<file path="config.mk">
export PLATFORM = sky130hd
export DESIGN_NAME = pss_core
export DESIGN_NICKNAME = d
export VERILOG_FILES = /design/src/verilog/pss_pkg.sv /design/src/verilog/pss_stk_if.sv /design/src/verilog/pss_stack.sv /design/src/verilog/pss_alu.sv /design/src/verilog/pss_core.sv
export VERILOG_INCLUDE_DIRS = /design/src /design/src/verilog
export SDC_FILE = /design/constraint.sdc
export NUM_CORES = 1
export LEC_CHECK = 0
export BUFFER_PORTS_ARGS = -buffer_cell sky130_fd_sc_hd__buf_4
export CORE_MARGIN = 4
export CORE_UTILIZATION = 38
export DETAILED_ROUTE_END_ITERATION = 12
export SLEW_MARGIN = 5
export SYNTH_ARGS = -nofsm -noshare
export SYNTH_HDL_FRONTEND = slang
export SYNTH_SLANG_ARGS = --single-unit
</file>
<file path="constraint.sdc">
create_clock -name pclk -period 4.2 [get_ports pclk]
set_input_delay 0.63 -clock pclk [delete_from_list [all_inputs] [get_ports pclk]]
set_output_delay 0.63 -clock pclk [all_outputs]
set_load 0.02 [all_outputs]
</file>
<file path="src/verilog/pss_params.svh">
// Constants of the program sequencer core: offsets, fields, vectors, resets
`ifndef PSS_PARAMS_SVH
`define PSS_PARAMS_SVH
`define PSS_OFF_CTRL 4'h0
`define PSS_OFF_STATUS 4'h4
`define PSS_OFF_PC_LOW 4'h8
`define PSS_OFF_ACC 4'hc
`define PSS_CTRL_RUN 0
`define PSS_CTRL_GIE 1
`define PSS_CTRL_IEN_LSB 2
`define PSS_FLG_C 0
`define PSS_FLG_AC 1
`define PSS_FLG_Z 2
`define PSS_FLG_OV 3
`define PSS_VEC_RESET 12'h000
`define PSS_VEC_USB 12'h004
`define PSS_VEC_TMR0 12'h008
`define PSS_VEC_TMR1 12'h00c
`define PSS_STK_DEPTH 8
`define PSS_STK_FULL 4'h8
`define PSS_NOP 15'h6000
`define PSS_ACC_RESET 8'h00
`define PSS_FLG_RESET 4'h0
`endif

</file>
<file path="src/verilog/pss_pkg.sv">
// Types shared by the program sequencer core modules
package pss_pkg;
	typedef enum logic [1:0] {PH_T1, PH_T2, PH_T3, PH_T4} pss_phase_t;
	typedef enum logic [2:0] {OP_ALU, OP_BRANCH, OP_CALL, OP_RETURN, OP_SKIP, OP_MOVPCL,
		OP_NOP} pss_op_t;
	typedef enum logic [3:0] {ALU_ADD, ALU_ADC, ALU_SUB, ALU_SBC, ALU_DECADJ, ALU_AND,
		ALU_OR, ALU_XOR, ALU_CPL, ALU_RR, ALU_RRC, ALU_RL, ALU_RLC, ALU_INC, ALU_DEC,
		ALU_LD} pss_alu_op_t;
endpackage : pss_pkg

</file>
<file path="src/verilog/pss_stk_if.sv">
// Connection between the core and its return stack store
`timescale 1ns/10ps
interface pss_stk_if;
	logic push;
	logic pop;
	logic [11:0] push_data;
	logic [11:0] top;
	logic full;
	modport core (output push, output pop, output push_data, input top, input full);
	modport store (input push, input pop, input push_data, output top, output full);
endinterface : pss_stk_if

</file>
<file path="src/verilog/pss_stack.sv">
// Eight-entry return stack with registered top-of-stack read
`timescale 1ns/10ps
`include "pss_params.svh"
module pss_stack import pss_pkg::*; (
	input wire logic pclk,
	input wire logic presetn,
	pss_stk_if.store stk
);
	logic [11:0] mem [0:`PSS_STK_DEPTH-1];
	logic [2:0] stack_index;
	logic [3:0] depth;

	// Not mapped anywhere: no path from the register bus reaches it
	assign stk.full = (depth == `PSS_STK_FULL);

	always_ff @(posedge pclk) begin
		if (stk.push) begin
			mem[stack_index] <= stk.push_data;
		end
	end

	always_ff @(posedge pclk or negedge presetn) begin
		if (!presetn) begin
			stk.top <= 12'h000;
		end else begin
			stk.top <= mem[stack_index - 3'h1];
		end
	end

	// Push on a full stack wraps and overwrites the oldest entry
	always_ff @(posedge pclk or negedge presetn) begin
		if (!presetn) begin
			stack_index <= 3'h0;
			depth <= 4'h0;
		end else if (stk.push) begin
			stack_index <= stack_index + 3'h1;
			if (!stk.full) depth <= depth + 4'h1;
		end else if (stk.pop) begin
			stack_index <= stack_index - 3'h1;
			if (depth != 4'h0) depth <= depth - 4'h1;
		end
	end
endmodule : pss_stack

</file>
<file path="src/verilog/pss_alu.sv">
// Eight-bit arithmetic and logic unit of the sequencer core
`timescale 1ns/10ps
module pss_alu import pss_pkg::*; (
	input wire pss_alu_op_t op,
	input wire logic [7:0] a,
	input wire logic [7:0] b,
	input wire logic c_in,
	input wire logic ac_in,
	output logic [7:0] res,
	output logic c_out,
	output logic ac_out,
	output logic ov_out
);
	logic [7:0] bx;
	logic cin;
	logic [8:0] sum;
	logic [4:0] nib;
	logic [8:0] dec;

	// One adder; subtract adds the complement, so carry set means no borrow
	always_comb begin
		bx = b;
		cin = 1'b0;
		case (op)
			ALU_ADC: cin = c_in;
			ALU_SUB: begin
				bx = ~b;
				cin = 1'b1;
			end
			ALU_SBC: begin
				bx = ~b;
				cin = c_in;
			end
			ALU_INC: begin
				bx = 8'h00;
				cin = 1'b1;
			end
			ALU_DEC: bx = 8'hff;
			default: ;
		endcase
		sum = {1'b0, a} + {1'b0, bx} + {8'h00, cin};
		nib = {1'b0, a[3:0]} + {1'b0, bx[3:0]} + {4'h0, cin};
	end

	always_comb begin
		res = sum[7:0];
		c_out = c_in;
		ac_out = ac_in;
		ov_out = 1'b0;
		dec = {1'b0, a};
		case (op)
			ALU_ADD, ALU_ADC, ALU_SUB, ALU_SBC: begin
				c_out = sum[8];
				ac_out = nib[4];
				ov_out = (a[7] == bx[7]) && (sum[7] != a[7]);
			end
			ALU_INC, ALU_DEC: ov_out = (a[7] == bx[7]) && (sum[7] != a[7]);
			ALU_DECADJ: begin
				if (a[3:0] > 4'h9 || ac_in) dec = dec + 9'h006;
				if (dec[7:4] > 4'h9 || c_in || dec[8]) dec = dec + 9'h060;
				res = dec[7:0];
				c_out = c_in | dec[8];
			end
			ALU_AND: res = a & b;
			ALU_OR: res = a | b;
			ALU_XOR: res = a ^ b;
			ALU_CPL: res = ~a;
			ALU_RR: res = {a[0], a[7:1]};
			ALU_RRC: begin
				res = {c_in, a[7:1]};
				c_out = a[0];
			end
			ALU_RL: res = {a[6:0], a[7]};
			ALU_RLC: begin
				res = {a[6:0], c_in};
				c_out = a[7];
			end
			ALU_LD: res = b;
			default: ;
		endcase
	end
endmodule : pss_alu

</file>
<file path="src/verilog/pss_core.sv">
// Program sequencer core: phases, program counter, stack, interrupts, ALU, APB
// Behaviour
// - Four non-overlapping phases form one cycle
// - First phase advances counter and starts fetch
// - Next fetch overlaps current execution
// - Redirecting instructions take two cycles
// - Twelve-bit counter increments unless redirected
// - Low counter byte readable and writable
// - Low-byte write keeps page, adds dummy
// - Taken skip discards prefetch, counter plus two
// - Jump and call load instruction address
// - Fixed reset and interrupt vectors
// - Eight-entry hidden return stack
// - Call/interrupt push, returns pop counter
// - Reset empties the stack
// - Full stack defers interrupt acknowledge
// - Call on full stack still overflows
// - Eight-bit ALU writes result and flags
// - ALU arithmetic, logic, rotate, adjust operations
`timescale 1ns/10ps
`include "pss_params.svh"
module pss_core import pss_pkg::*; (
	input wire logic pclk,
	input wire logic presetn,
	input wire logic psel,
	input wire logic penable,
	input wire logic pwrite,
	input wire logic [31:0] paddr,
	input wire logic [31:0] pwdata,
	output logic [31:0] prdata,
	output logic pready,
	output logic pslverr,
	output logic [11:0] imem_addr,
	input wire logic [14:0] imem_rdata,
	input wire logic irq_usb,
	input wire logic irq_tmr0,
	input wire logic irq_tmr1,
	output logic [3:0] phase_clocks
);
	pss_phase_t ph;
	logic ctrl_run;
	logic ctrl_gie;
	logic [2:0] ctrl_ien;
	logic [11:0] pc;
	logic [11:0] ex_pc;
	logic [11:0] fetch_pc;
	logic [14:0] ir;
	logic [14:0] fetch_buf;
	logic ir_dummy;
	logic squash;
	logic [7:0] acc;
	logic [3:0] flg;
	logic [2:0] pend;
	logic pc_low_req;
	logic [7:0] pc_low_val;
	pss_op_t op;
	logic t4;
	logic redirect;
	logic int_take;
	logic acc_wr;
	logic gie_set;
	logic pc_low_take;
	logic apb_wr;
	logic [11:0] next_pc;
	logic [2:0] ack;
	logic [2:0] irq_in;
	logic [2:0] int_req;
	logic [7:0] alu_res;
	logic alu_c;
	logic alu_ac;
	logic alu_ov;
	logic [11:0] ir_addr;
	logic [11:0] stk_top;
	logic [3:0] pc_page;

	pss_stk_if stk ();

	function automatic logic [3:0] ph_onehot(input pss_phase_t p);
		ph_onehot = 4'h1 << p;
	endfunction : ph_onehot

	function automatic logic reg_hit(input logic [31:0] a);
		reg_hit = (a[31:4] == 28'h0) && (a[1:0] == 2'h0);
	endfunction : reg_hit

	pss_stack u_stack (
		.pclk(pclk),
		.presetn(presetn),
		.stk(stk)
	);

	pss_alu u_alu (
		.op(pss_alu_op_t'(ir[11:8])),
		.a(acc),
		.b(ir[7:0]),
		.c_in(flg[`PSS_FLG_C]),
		.ac_in(flg[`PSS_FLG_AC]),
		.res(alu_res),
		.c_out(alu_c),
		.ac_out(alu_ac),
		.ov_out(alu_ov)
	);

	assign op = pss_op_t'(ir[14:12]);
	assign ir_addr = ir[11:0];
	assign stk_top = stk.top;
	assign pc_page = pc[11:8];
	assign irq_in = {irq_tmr1, irq_tmr0, irq_usb};
	assign int_req = pend & ctrl_ien;
	assign t4 = ctrl_run && (ph == PH_T4);

	// A stopped core holds its current phase with all phase strobes low
	always_ff @(posedge pclk or negedge presetn) begin
		if (!presetn) begin
			ph <= PH_T1;
		end else if (ctrl_run) begin
			ph <= pss_phase_t'(ph + 2'h1);
		end
	end

	assign phase_clocks = ctrl_run ? ph_onehot(ph) : 4'h0;

	// Fetch runs one cycle ahead of execute; a squashed slot becomes a no-op
	always_ff @(posedge pclk or negedge presetn) begin
		if (!presetn) begin
			pc <= `PSS_VEC_RESET;
			imem_addr <= `PSS_VEC_RESET;
			ir <= `PSS_NOP;
			ir_dummy <= 1'b1;
			squash <= 1'b1;
			ex_pc <= `PSS_VEC_RESET;
			fetch_pc <= `PSS_VEC_RESET;
			fetch_buf <= `PSS_NOP;
		end else if (ctrl_run) begin
			case (ph)
				PH_T1: begin
					imem_addr <= pc;
					pc <= pc + 12'h001;
					ir <= squash ? `PSS_NOP : fetch_buf;
					ir_dummy <= squash;
					ex_pc <= fetch_pc;
					squash <= 1'b0;
				end
				PH_T3: begin
					fetch_buf <= imem_rdata;
					fetch_pc <= imem_addr;
				end
				PH_T4: begin
					if (redirect) begin
						pc <= next_pc;
						squash <= 1'b1;
					end
				end
				default: ;
			endcase
		end
	end

	// Execute decision, taken in the last phase of each cycle
	always_comb begin
		next_pc = pc;
		redirect = 1'b0;
		int_take = 1'b0;
		acc_wr = 1'b0;
		gie_set = 1'b0;
		pc_low_take = 1'b0;
		ack = 3'h0;
		stk.push = 1'b0;
		stk.pop = 1'b0;
		stk.push_data = ex_pc + 12'h001;
		if (t4 && !ir_dummy) begin
			case (op)
				OP_ALU: acc_wr = 1'b1;
				OP_BRANCH: begin
					redirect = 1'b1;
					next_pc = ir_addr;
				end
				OP_CALL: begin
					redirect = 1'b1;
					next_pc = ir_addr;
					stk.push = 1'b1;
				end
				OP_RETURN: begin
					redirect = 1'b1;
					next_pc = stk.top;
					stk.pop = 1'b1;
					gie_set = ir[0];
				end
				OP_SKIP: redirect = (flg[`PSS_FLG_Z] == ir[0]);
				OP_MOVPCL: begin
					redirect = 1'b1;
					next_pc = {pc[11:8], acc};
				end
				default: ;
			endcase
			if (!redirect && pc_low_req) begin
				redirect = 1'b1;
				pc_low_take = 1'b1;
				next_pc = {pc[11:8], pc_low_val};
			end
			// Holding the request while full keeps the stack from overflowing
			if (!redirect && ctrl_gie && int_req != 3'h0 && !stk.full) begin
				redirect = 1'b1;
				int_take = 1'b1;
				stk.push = 1'b1;
				if (int_req[0]) begin
					next_pc = `PSS_VEC_USB;
					ack = 3'h1;
				end else if (int_req[1]) begin
					next_pc = `PSS_VEC_TMR0;
					ack = 3'h2;
				end else begin
					next_pc = `PSS_VEC_TMR1;
					ack = 3'h4;
				end
			end
		end
	end

	always_ff @(posedge pclk or negedge presetn) begin
		if (!presetn) begin
			acc <= `PSS_ACC_RESET;
			flg <= `PSS_FLG_RESET;
		end else if (acc_wr) begin
			acc <= alu_res;
			flg <= {alu_ov, (alu_res == 8'h00), alu_ac, alu_c};
		end
	end

	// A request arriving with its acknowledge is kept
	genvar gi;
	generate
		for (gi = 0; gi < 3; gi++) begin : g_pend
			always_ff @(posedge pclk or negedge presetn) begin
				if (!presetn) begin
					pend[gi] <= 1'b0;
				end else begin
					pend[gi] <= irq_in[gi] | (pend[gi] & ~ack[gi]);
				end
			end
		end
	endgenerate

	// Register bus: zero wait states, error on unmapped words
	assign pready = 1'b1;
	assign pslverr = psel && penable && !reg_hit(paddr);
	assign apb_wr = psel && penable && pwrite && reg_hit(paddr);

	always_ff @(posedge pclk or negedge presetn) begin
		if (!presetn) begin
			ctrl_run <= 1'b0;
			ctrl_gie <= 1'b0;
			ctrl_ien <= 3'h0;
		end else begin
			if (apb_wr && paddr[3:0] == `PSS_OFF_CTRL) begin
				ctrl_run <= pwdata[`PSS_CTRL_RUN];
				ctrl_gie <= pwdata[`PSS_CTRL_GIE];
				ctrl_ien <= pwdata[`PSS_CTRL_IEN_LSB +: 3];
			end
			if (int_take) begin
				ctrl_gie <= 1'b0;
			end else if (gie_set) begin
				ctrl_gie <= 1'b1;
			end
		end
	end

	// Bus write to the low byte waits for the next free execute slot
	always_ff @(posedge pclk or negedge presetn) begin
		if (!presetn) begin
			pc_low_req <= 1'b0;
			pc_low_val <= 8'h00;
		end else if (apb_wr && paddr[3:0] == `PSS_OFF_PC_LOW) begin
			pc_low_req <= 1'b1;
			pc_low_val <= pwdata[7:0];
		end else if (pc_low_take) begin
			pc_low_req <= 1'b0;
		end
	end

	always_ff @(posedge pclk or negedge presetn) begin
		if (!presetn) begin
			prdata <= 32'h0;
		end else if (psel && !penable) begin
			prdata <= 32'h0;
			if (reg_hit(paddr)) begin
				case (paddr[3:0])
					`PSS_OFF_CTRL: prdata <= {27'h0, ctrl_ien, ctrl_gie, ctrl_run};
					`PSS_OFF_STATUS: prdata <= {25'h0, pend, flg};
					`PSS_OFF_PC_LOW: prdata <= {24'h0, pc[7:0]};
					`PSS_OFF_ACC: prdata <= {24'h0, acc};
					default: ;
				endcase
			end
		end
	end
endmodule : pss_core

</file>
Word-level counts from Yosys, hierarchy flattened:

Memories as Yosys holds them, arrays and structs flattened. A register that Yosys moved wholly into a read port is not among the register bits.
Cells that the tools add are included.

* register bits after elaboration: 150
* latch bits: 0
* RAM bits: 96
* ROM bits: 0
* input port bits: 87
* output and inout bits: 50
* word-level logic and storage cells: 208
* memories kept: 1

Memories
* u_stack.mem: depth 8, bits a word 12, read ports 1, clocked after memory_dff 1, wr ports 1, line pss_stack.sv:9 `` logic [11:0] mem [0:`PSS_STK_DEPTH-1]; ``

* add/subtract/negate cells: 13
* multipliers: 0
* divide/modulo/power cells: 0
* order comparisons: 2
* equal/unequal tests: 36
* shifts and indexed selects: 1
* muxes and demuxes: 59
* bitwise gates (word level): 16
* reduce and logical (&&, ||, !) cells: 55

Operators by type and width (count)
* one-hot mux 8 bit (10 select lines): 1
* two-way mux 12 bit: 4
* == test 4 bit (second input constant): 11
* two-way mux 9 bit: 4
* one-hot mux 12 bit (3 select lines): 1
* one-hot mux 8 bit (4 select lines): 1
* logical NOT 28 bit: 1
* two-way mux 1 bit: 27
* adder 12 x 1 -> 12 bit (second input constant): 2
* two-way mux 4 bit: 6
* one-hot mux 12 bit (2 select lines): 1
* one-hot mux 8 bit (3 select lines): 1
* two-way mux 3 bit: 7
* == test 4 x 3 -> 1 bit (second input constant): 5
* NOT 8 bit: 2
* logical AND 1 bit: 15
* two-way mux 15 bit: 1
* adder 8 x 3 -> 9 bit (second input constant): 1
* adder 8 x 8 -> 9 bit: 1
* adder 9 x 1 -> 9 bit: 1
* adder 9 x 7 -> 9 bit (second input constant): 1
* bitwise AND 8 bit: 1
* == test 4 x 2 -> 1 bit (second input constant): 2
* > comparator 4 bit (second input constant): 2
* 46 further kinds: 83

Logic depth before layout (Yosys ltp):

Gate-level depths: netlist of run 1.

* word-level depth: 17
* depth in mapped cells: 17
* mapped depth without buffers: 14

Hierarchy:

A second synthesis of run 1 with hierarchy kept.

* cell total of the unflattened synthesis: 1106
* area, all modules: 12914.9 sq um

Modules (own cells, without submodules)
* pss_core: instances 1, cells each 578, area each 6241.0 sq um, seq. area each 2985.4 sq um
* pss_stack: instances 1, cells each 204, area each 4475.5 sq um, seq. area each 3358.2 sq um
* pss_alu: instances 1, cells each 324, area each 2198.4 sq um, seq. area each 0.0 sq um

Worst setup path after synthesis of run 1:

Ideal clock, no wire load.

* path type: reg2reg
* start: reg ir[8]
* end: reg flg[2]
* setup time: 0.077 ns
* data arrival time: 3.404 ns
* data required time: 4.123 ns
* slack: 0.720 ns
* cell stages (with the launch flop): 18
* buffers on the path: 4
* clock period less this slack: 3.480 ns
* cell sequence: dfrtp_1 -> buf_2 -> clkbuf_1 -> buf_1 -> clkbuf_1 -> nand2_1 -> o21ai_0 -> a221o_1 -> fa_1 -> inv_1 -> fa_1 -> a21o_1 -> a21oi_1 -> xor2_1 -> nand2_1 -> a221oi_1 -> o2111ai_1 -> o21ai_1

* cells in the longest elaborated chain, start to end: 7
* elaborated cells on any way between the ends: 24
* classes of those cells: add/sub: 2; eq/ne: 15; mux: 3; reduce/logical: 4

RTL lines
* from (decl): line pss_core.sv:47 `logic [14:0] ir;`
* from (signal assigned): line pss_core.sv:128 `` ir <= `PSS_NOP; ``
* from (signal assigned): line pss_core.sv:139 `` ir <= squash ? `PSS_NOP : fetch_buf; ``
* == test 4 x 2 -> 1 bit: line pss_alu.sv:24 `case (op)`
* OR reduction 2 bit (no source line)
* one-hot mux 8 bit (3 select lines): line pss_alu.sv:24
* adder 8 x 8 -> 9 bit: line pss_alu.sv:41 `sum = {1'b0, a} + {1'b0, bx} + {8'h00, cin};`
* adder 9 x 1 -> 9 bit: line pss_alu.sv:41
* one-hot mux 8 bit (10 select lines) (*): line pss_alu.sv:51 `case (op)`
* logical NOT 8 bit (*): line pss_core.sv:226 `flg <= {alu_ov, (alu_res == 8'h00), alu_ac, alu_c};`
* to (signal assigned): line pss_core.sv:223 `` flg <= `PSS_FLG_RESET; ``
* to (signal assigned): line pss_core.sv:226
* to (decl): line pss_core.sv:52 `logic [3:0] flg;`

Every way passes the cells marked *; elsewhere a longest branch is shown, timed or not.
A chain may end at the register's enable or synchronous reset.

Worst setup path after layout of run 1:

* start: reg ir[9]
* end: reg flg[2]

The elaborated chain is that of the path after synthesis.

==> results of run 1 <==
==> metrics by stage <==
step	hold WS [ps]	setup WS, ps
after floorplan	334.4	719.9
after global placement	463.0	724.1
after detailed placement	470.9	698.3
after CTS	41.19	642.4
after global routing	69.41	274.5
final	22.31	574.0
==> cell usage after synthesis (15+ instances only) <==
master,number,area share
o22ai_1,22,0.011
inv_1,34,0.010
o21ai_0,86,0.035
mux2_2,76,0.069
dfrtp_1,132,0.27
mux4_2,25,0.045
a21oi_1,49,0.020
buf_4,26,0.016
a21o_1,15,0.0091
clkbuf_1,36,0.011
nor2_1,45,0.014
ha_1,35,0.035
nor3_1,18,0.0073
nand3_1,25,0.010
mux2i_1,15,0.012
nand2_1,79,0.024
xnor2_1,19,0.013
edfxtp_1,96,0.23
==> cell families (layout without fill, tap and decap cells) <==
kind of cell	count (synthesis)	after routing	share of synthesized area
compound gates	279	279	0.1494
xor+xnor	31	31	0.02252
fa+ha+maj	38	38	0.04019
buf+inv	129	202	0.04887
flops	234	234	0.5120
mux	116	116	0.1266
other cells	2	25	0.0006061
simple gates	248	248	0.09977
==> worst max-delay path: stages (launching register included) <==
cell and delay [ps]:
dfrtp_1 540, nor2b_1 540, nand2_1 160, o21ai_0 110, a221o_1 210, fa_1 210
inv_1 60, fa_1 390, a21o_1 170, a21oi_1 280, xor2_1 170, nand2_1 100
a221oi_1 300, o2111ai_1 170, o21ai_1 140
==> flip-flops by register name, summed over array words and instances (netlist names), 12 cells and up <==
register,count
u_stack.mem,96
ir,15
imem_addr,12
u_stack.stk.top,12
pc,12
fetch_pc,12
ex_pc,12
fetch_buf,15
==> final timing paths <==
check,slack (ps),end
max,570,flg[2]
min,20,ir[3]
max reg2reg,570,flg[2]
min reg2reg,480,prdata[6]
max in group asynchronous,3340,u_stack.stack_index[0]
min in group pclk,260,pend[2]
==> cell type report <==
| type | instances | area [sq um] |
|---|---|---|
| inverter | 39 | 146.4 |
| clock buffer | 33 | 696.9 |
| sequential | 234 | 6345 |
| clock inverter | 12 | 105.1 |
| fill | 2985 | 17560 |
| tap | 435 | 544.3 |
| timing repair buffer | 118 | 914.6 |
| multi-input combinational | 737 | 5568 |
==> per-layer routing <==
layer / track usage / up-vias / part of all wire
li1: - / 4131 / -
met1: 0.2575 / 4472 / 0.45
met2: 0.2975 / 234 / 0.49
met3: 0.02279 / 35 / 0.049
met4: 0.03475 / 0 / 0.019
met5: 0 / - / 0
==> power groups by stage <==
stage | clock network, W | logic [W] | registers, W
final | 0.00218 | 0.000118 | 0.00238
after global routing | 0.00233 | 0.000132 | 0.00238
after CTS | 0.00223 | 0.000122 | 0.00238
after detailed placement | 0 | 0.000121 | 0.00242
after global placement | 0 | 0.000121 | 0.00242
after floorplan | 0 | 0.0000570 | 0.00242
==> flow_summary.toml, run 1 <==
[min_path]
worstHoldPathType = "in -> async"

[power_and_ir_drop]
p_clk_frac = 0.466
ir_worst_vdd_v = 0.0003168
p_leak_nw = 5.463
p_comb_frac = 0.025
power_frac_seq = 0.509
swShare = 0.2164
pwr_density_cell_nw_per_um2 = 326.3
p_switching_w = 0.001011
total_power_w = 0.004672
p_int_w = 0.003661

[layout]
final_common_cell = "dfrtp_1"
fin_cells = 1608
fin_nets = 1280
drive_gt1_frac = 0.2464
layout_common_cells = "dfrtp_1 (131), buf_4 (115), edfxtp_1 (96)"
final_cell_area_sq_um = 14320
diodes = 0
area_growth_pct = 15.57
fin_util = 0.4492

[placed_design]
finalWeightedCongestion = 0.8820
numPlacedInstances = 1563
dp_hpwl_microns = 22620
io_buffers = 87
post_dp_cell_area_sq_um = 13520

[yosys]
ys_seq_area_frac = 0.5120
synth.distinct_cells = 82
avgSynthCellArea_sq_um = 11.50
synthArstFlopShare = 0.5897
synth_ff_type = "dfrtp_1"
yosys_warnings = 0
ys_seq_elements = 234
netlist_instances = 1077
synth_edf_count = 96
synthesis.area_sq_um = 12390

[drt]
antenna_left = 0
routed_via_density = 5.517
drc = 0
avgRoutedWirePerCell_microns = 20.23
dr.pass1.iters = 5
drt_iter0_markers = 656
vias = 8872
routed_wl_microns = 32540

[timing]
period_share = 0.8633
max_freq_mhz = 275.8
setup_viol = 0
final-hold-violation-count = 0
worst_slew_pin_slew_ps = 877.8
slew_violations = 0
clock-skew-final_ps = 10.96
max_slew_margin = 0.4143
rsz0062_at_grt = "false"
min_period_ps = 3626
setup_tns_ps = 0

[die]
die_y_microns = 188.6
dieArea_sq_um = 35560
io-pin-count = 137
die_w_microns = 188.6
start_util = 0.3887
rows = 65
core_sq_um = 31880

[global_routing]
track_usage = 0.1797
overflow = 0
grt_max_degree = 89
grt_pass1_wl_microns = 51070
grt_pass1_vias = 8641
antenna_found_initial = 0

[worst_setup_path]
arrival_ps = 4100
worstSetupStartpoint = "ir[9]"
worst-setup-path-type = "reg -> reg"
worstPathRequired_ps = 4670
worst-r2r-cell-count = 14
crit_path_max_fanout = 12
worstSetupEndpointType = "flop"
r2r-start = "ir[9]"
start_kind = "flop"

[cts]
holdBufCountCts = 0
cts.repair.resized = 0
post_cts_buffers = 0
htree_num_levels = 1
clock_latency_ps = 550
clk_pin_slew_worst_paths_ps = 70
cts_tree = "done"
cts_root_buf = "clkbuf_16"
clockBufferDepth = 3
cts_made_buffers = 25
clock-sinks = 234

[run_status]
status = "complete, no violations"

[job]
drv_cap = 0
Power figures use the tool's default switching activity.
==> run 2: changes to the inputs <==
Settings changed: GPL_TIMING_DRIVEN set to 1.
Clock period 4.2 ns to 3.55 ns, I/O delays scaled along.
==> run 2 against run 1 <==
Compared with the run above:
- total power grew 25%
- clock-buffer cell count up 5
- non-clock buffer count rose by 19
- largest cell class unchanged
- routed wire length is essentially flat
- via count rose by 0.87%
- cell count grew 1.3%
- critical path type unchanged
- sequential power rose by 18%
- highest routed layer unchanged
- hold slack lost 17 ps
- setup slack worse by 270 ps
==> flow_summary.toml, run 2 (same netlist as run 1, synthesis figures left out) <==
[run_status]
status = "complete, no violations"

[worst_setup_path]
worstPathRequired_ps = 4010
arrival_ps = 3710
worstSetupEndpointType = "flop"
worst-setup-path-type = "reg -> reg"
start_kind = "flop"
crit_path_max_fanout = 18

[die]
rows = 65
die_w_microns = 188.6
io-pin-count = 137
core_sq_um = 31880
dieArea_sq_um = 35560
die_y_microns = 188.6
start_util = 0.3887

[power_and_ir_drop]
swShare = 0.2038
p_comb_frac = 0.024
ir_worst_vdd_v = 0.0003053
total_power_w = 0.005854
p_int_w = 0.004661
pwr_density_cell_nw_per_um2 = 401.0
p_leak_nw = 5.620
p_clk_frac = 0.495
p_switching_w = 0.001193
power_frac_seq = 0.481

[layout]
top_regs = "u_stack.mem (96), fetch_buf (15), ir (15)"
largest_reg_flops = 96
seqCellArea_sq_um = 6346
diodes = 0
layout_common_cells = "buf_4 (134), dfrtp_1 (130), edfxtp_1 (96)"
final_cell_area_sq_um = 14600
drive_gt1_frac = 0.2613
fin_nets = 1300
area_growth_pct = 17.82
top_register = "u_stack.mem"
multi_input_area_sq_um = 5567
nFillCells = 2989
final_common_cell = "buf_4"

[timing]
worst_slew_pin_slew_ps = 786.7
clock-skew-final_ps = 19.93
slew_violations = 0
max_slew_margin = 0.4755
period_share = 0.9156
setup_ws_ps = 299.6
max_freq_mhz = 307.7
rsz0062_at_grt = "false"
whs_ps = 5.084
setup_viol = 0
min_period_ps = 3250
setup_tns_ps = 0
final-hold-violation-count = 0

[cts]
clockBufferDepth = 3
holdBufCountCts = 0
cts_root_buf = "clkbuf_16"
htree_num_levels = 1
cts_made_buffers = 26
cts_tree = "done"
clock_latency_ps = 550
post_cts_buffers = 0
cts.repair.resized = 0
clk_pin_slew_worst_paths_ps = 60
clock-sinks = 234

[drt]
routed_via_density = 5.494
vias = 8949
drc = 0
avgRoutedWirePerCell_microns = 19.99
routed_wl_microns = 32560
dr.pass1.iters = 6
antenna_left = 0
drt_iter0_markers = 851

[min_path]
worstHoldPathType = "in -> async"

[global_routing]
grt_pass1_wl_microns = 51280
grt_max_degree = 81
track_usage = 0.1809
antenna_found_initial = 0
grt_pass1_vias = 8829
overflow = 0

[placed_design]
dp_hpwl_microns = 23120
io_buffers = 87
post_dp_cell_area_sq_um = 13650
finalWeightedCongestion = 0.8909
place_ws_ps = 144.9

[job]
drv_cap = 0
[run 2: cell types whose count changed in the layout (fill, tap and decap cells not counted), sizes merged]
cell | before | now
inv | 37 | 35
bufinv | 1 | 4
clkinvlp | 2 | 0
clkinv | 11 | 9
buf | 118 | 137
clkbuf | 33 | 38
[run 2: per-layer routing]
metal	vias to the layer above	wire length, microns	global-route usage	part of all wire
li1	4167	-	-	-
met1	4463	14410	0.2548	0.44
met2	258	15630	0.2971	0.48
met3	61	1669	0.02501	0.051
met4	0	846	0.04680	0.026
met5	-	0	0	0
[run 2: final timing paths]
kind,from,to,slack [ps],depth (start not counted)
worst min-delay path,presetn,fetch_buf[5],5,1
worst max register to register,ir[11],flg[2],300,14
worst min register to register,prdata[2],prdata[2],480,2
max in group asynchronous,presetn,fetch_buf[13],2730,2
worst max-delay path,ir[11],flg[2],300,14
min in group pclk,irq_tmr1,pend[2],160,2
[run 2: metrics by stage]
stage / std cells / utilization
detailed placement: 1582 / 0.4283
global placement: 1582 / 0.4283
CTS: 1629 / 0.4577
floorplan: 1100 / -
finish: 1629 / 0.4579
global route: 1629 / 0.4579
[run 2: power groups by stage]
stage	Sequential [W]	Combinational (W)	Clock, W
floorplan	0.00287	0.0000675	0
global placement	0.00287	0.000143	0
CTS	0.00282	0.000144	0.00296
finish	0.00282	0.000140	0.00290
global route	0.00281	0.000157	0.00308
detailed placement	0.00287	0.000144	0
[run 2: area by class of cell]
cell class                 instances  area share
sequential                       234      0.4347
inverter                          39     0.01003
clock inverter                     9     0.01174
clock buffer                      38     0.05254
timing repair buffer             137     0.07242
multi-input combinational        737      0.3813
tap                              435     0.03728
[run 2: worst max-delay path, cell delays in order (launching register included)]
cell and delay, ps:
dfrtp_2 530, buf_4 200, nand2_1 140, o21ai_0 110, mux2i_1 180, fa_1 220
inv_1 50, fa_1 390, a21o_1 180, a21oi_2 190, xor2_1 200, nand2_1 110
a221oi_1 330, o2111ai_1 180, o21ai_1 160
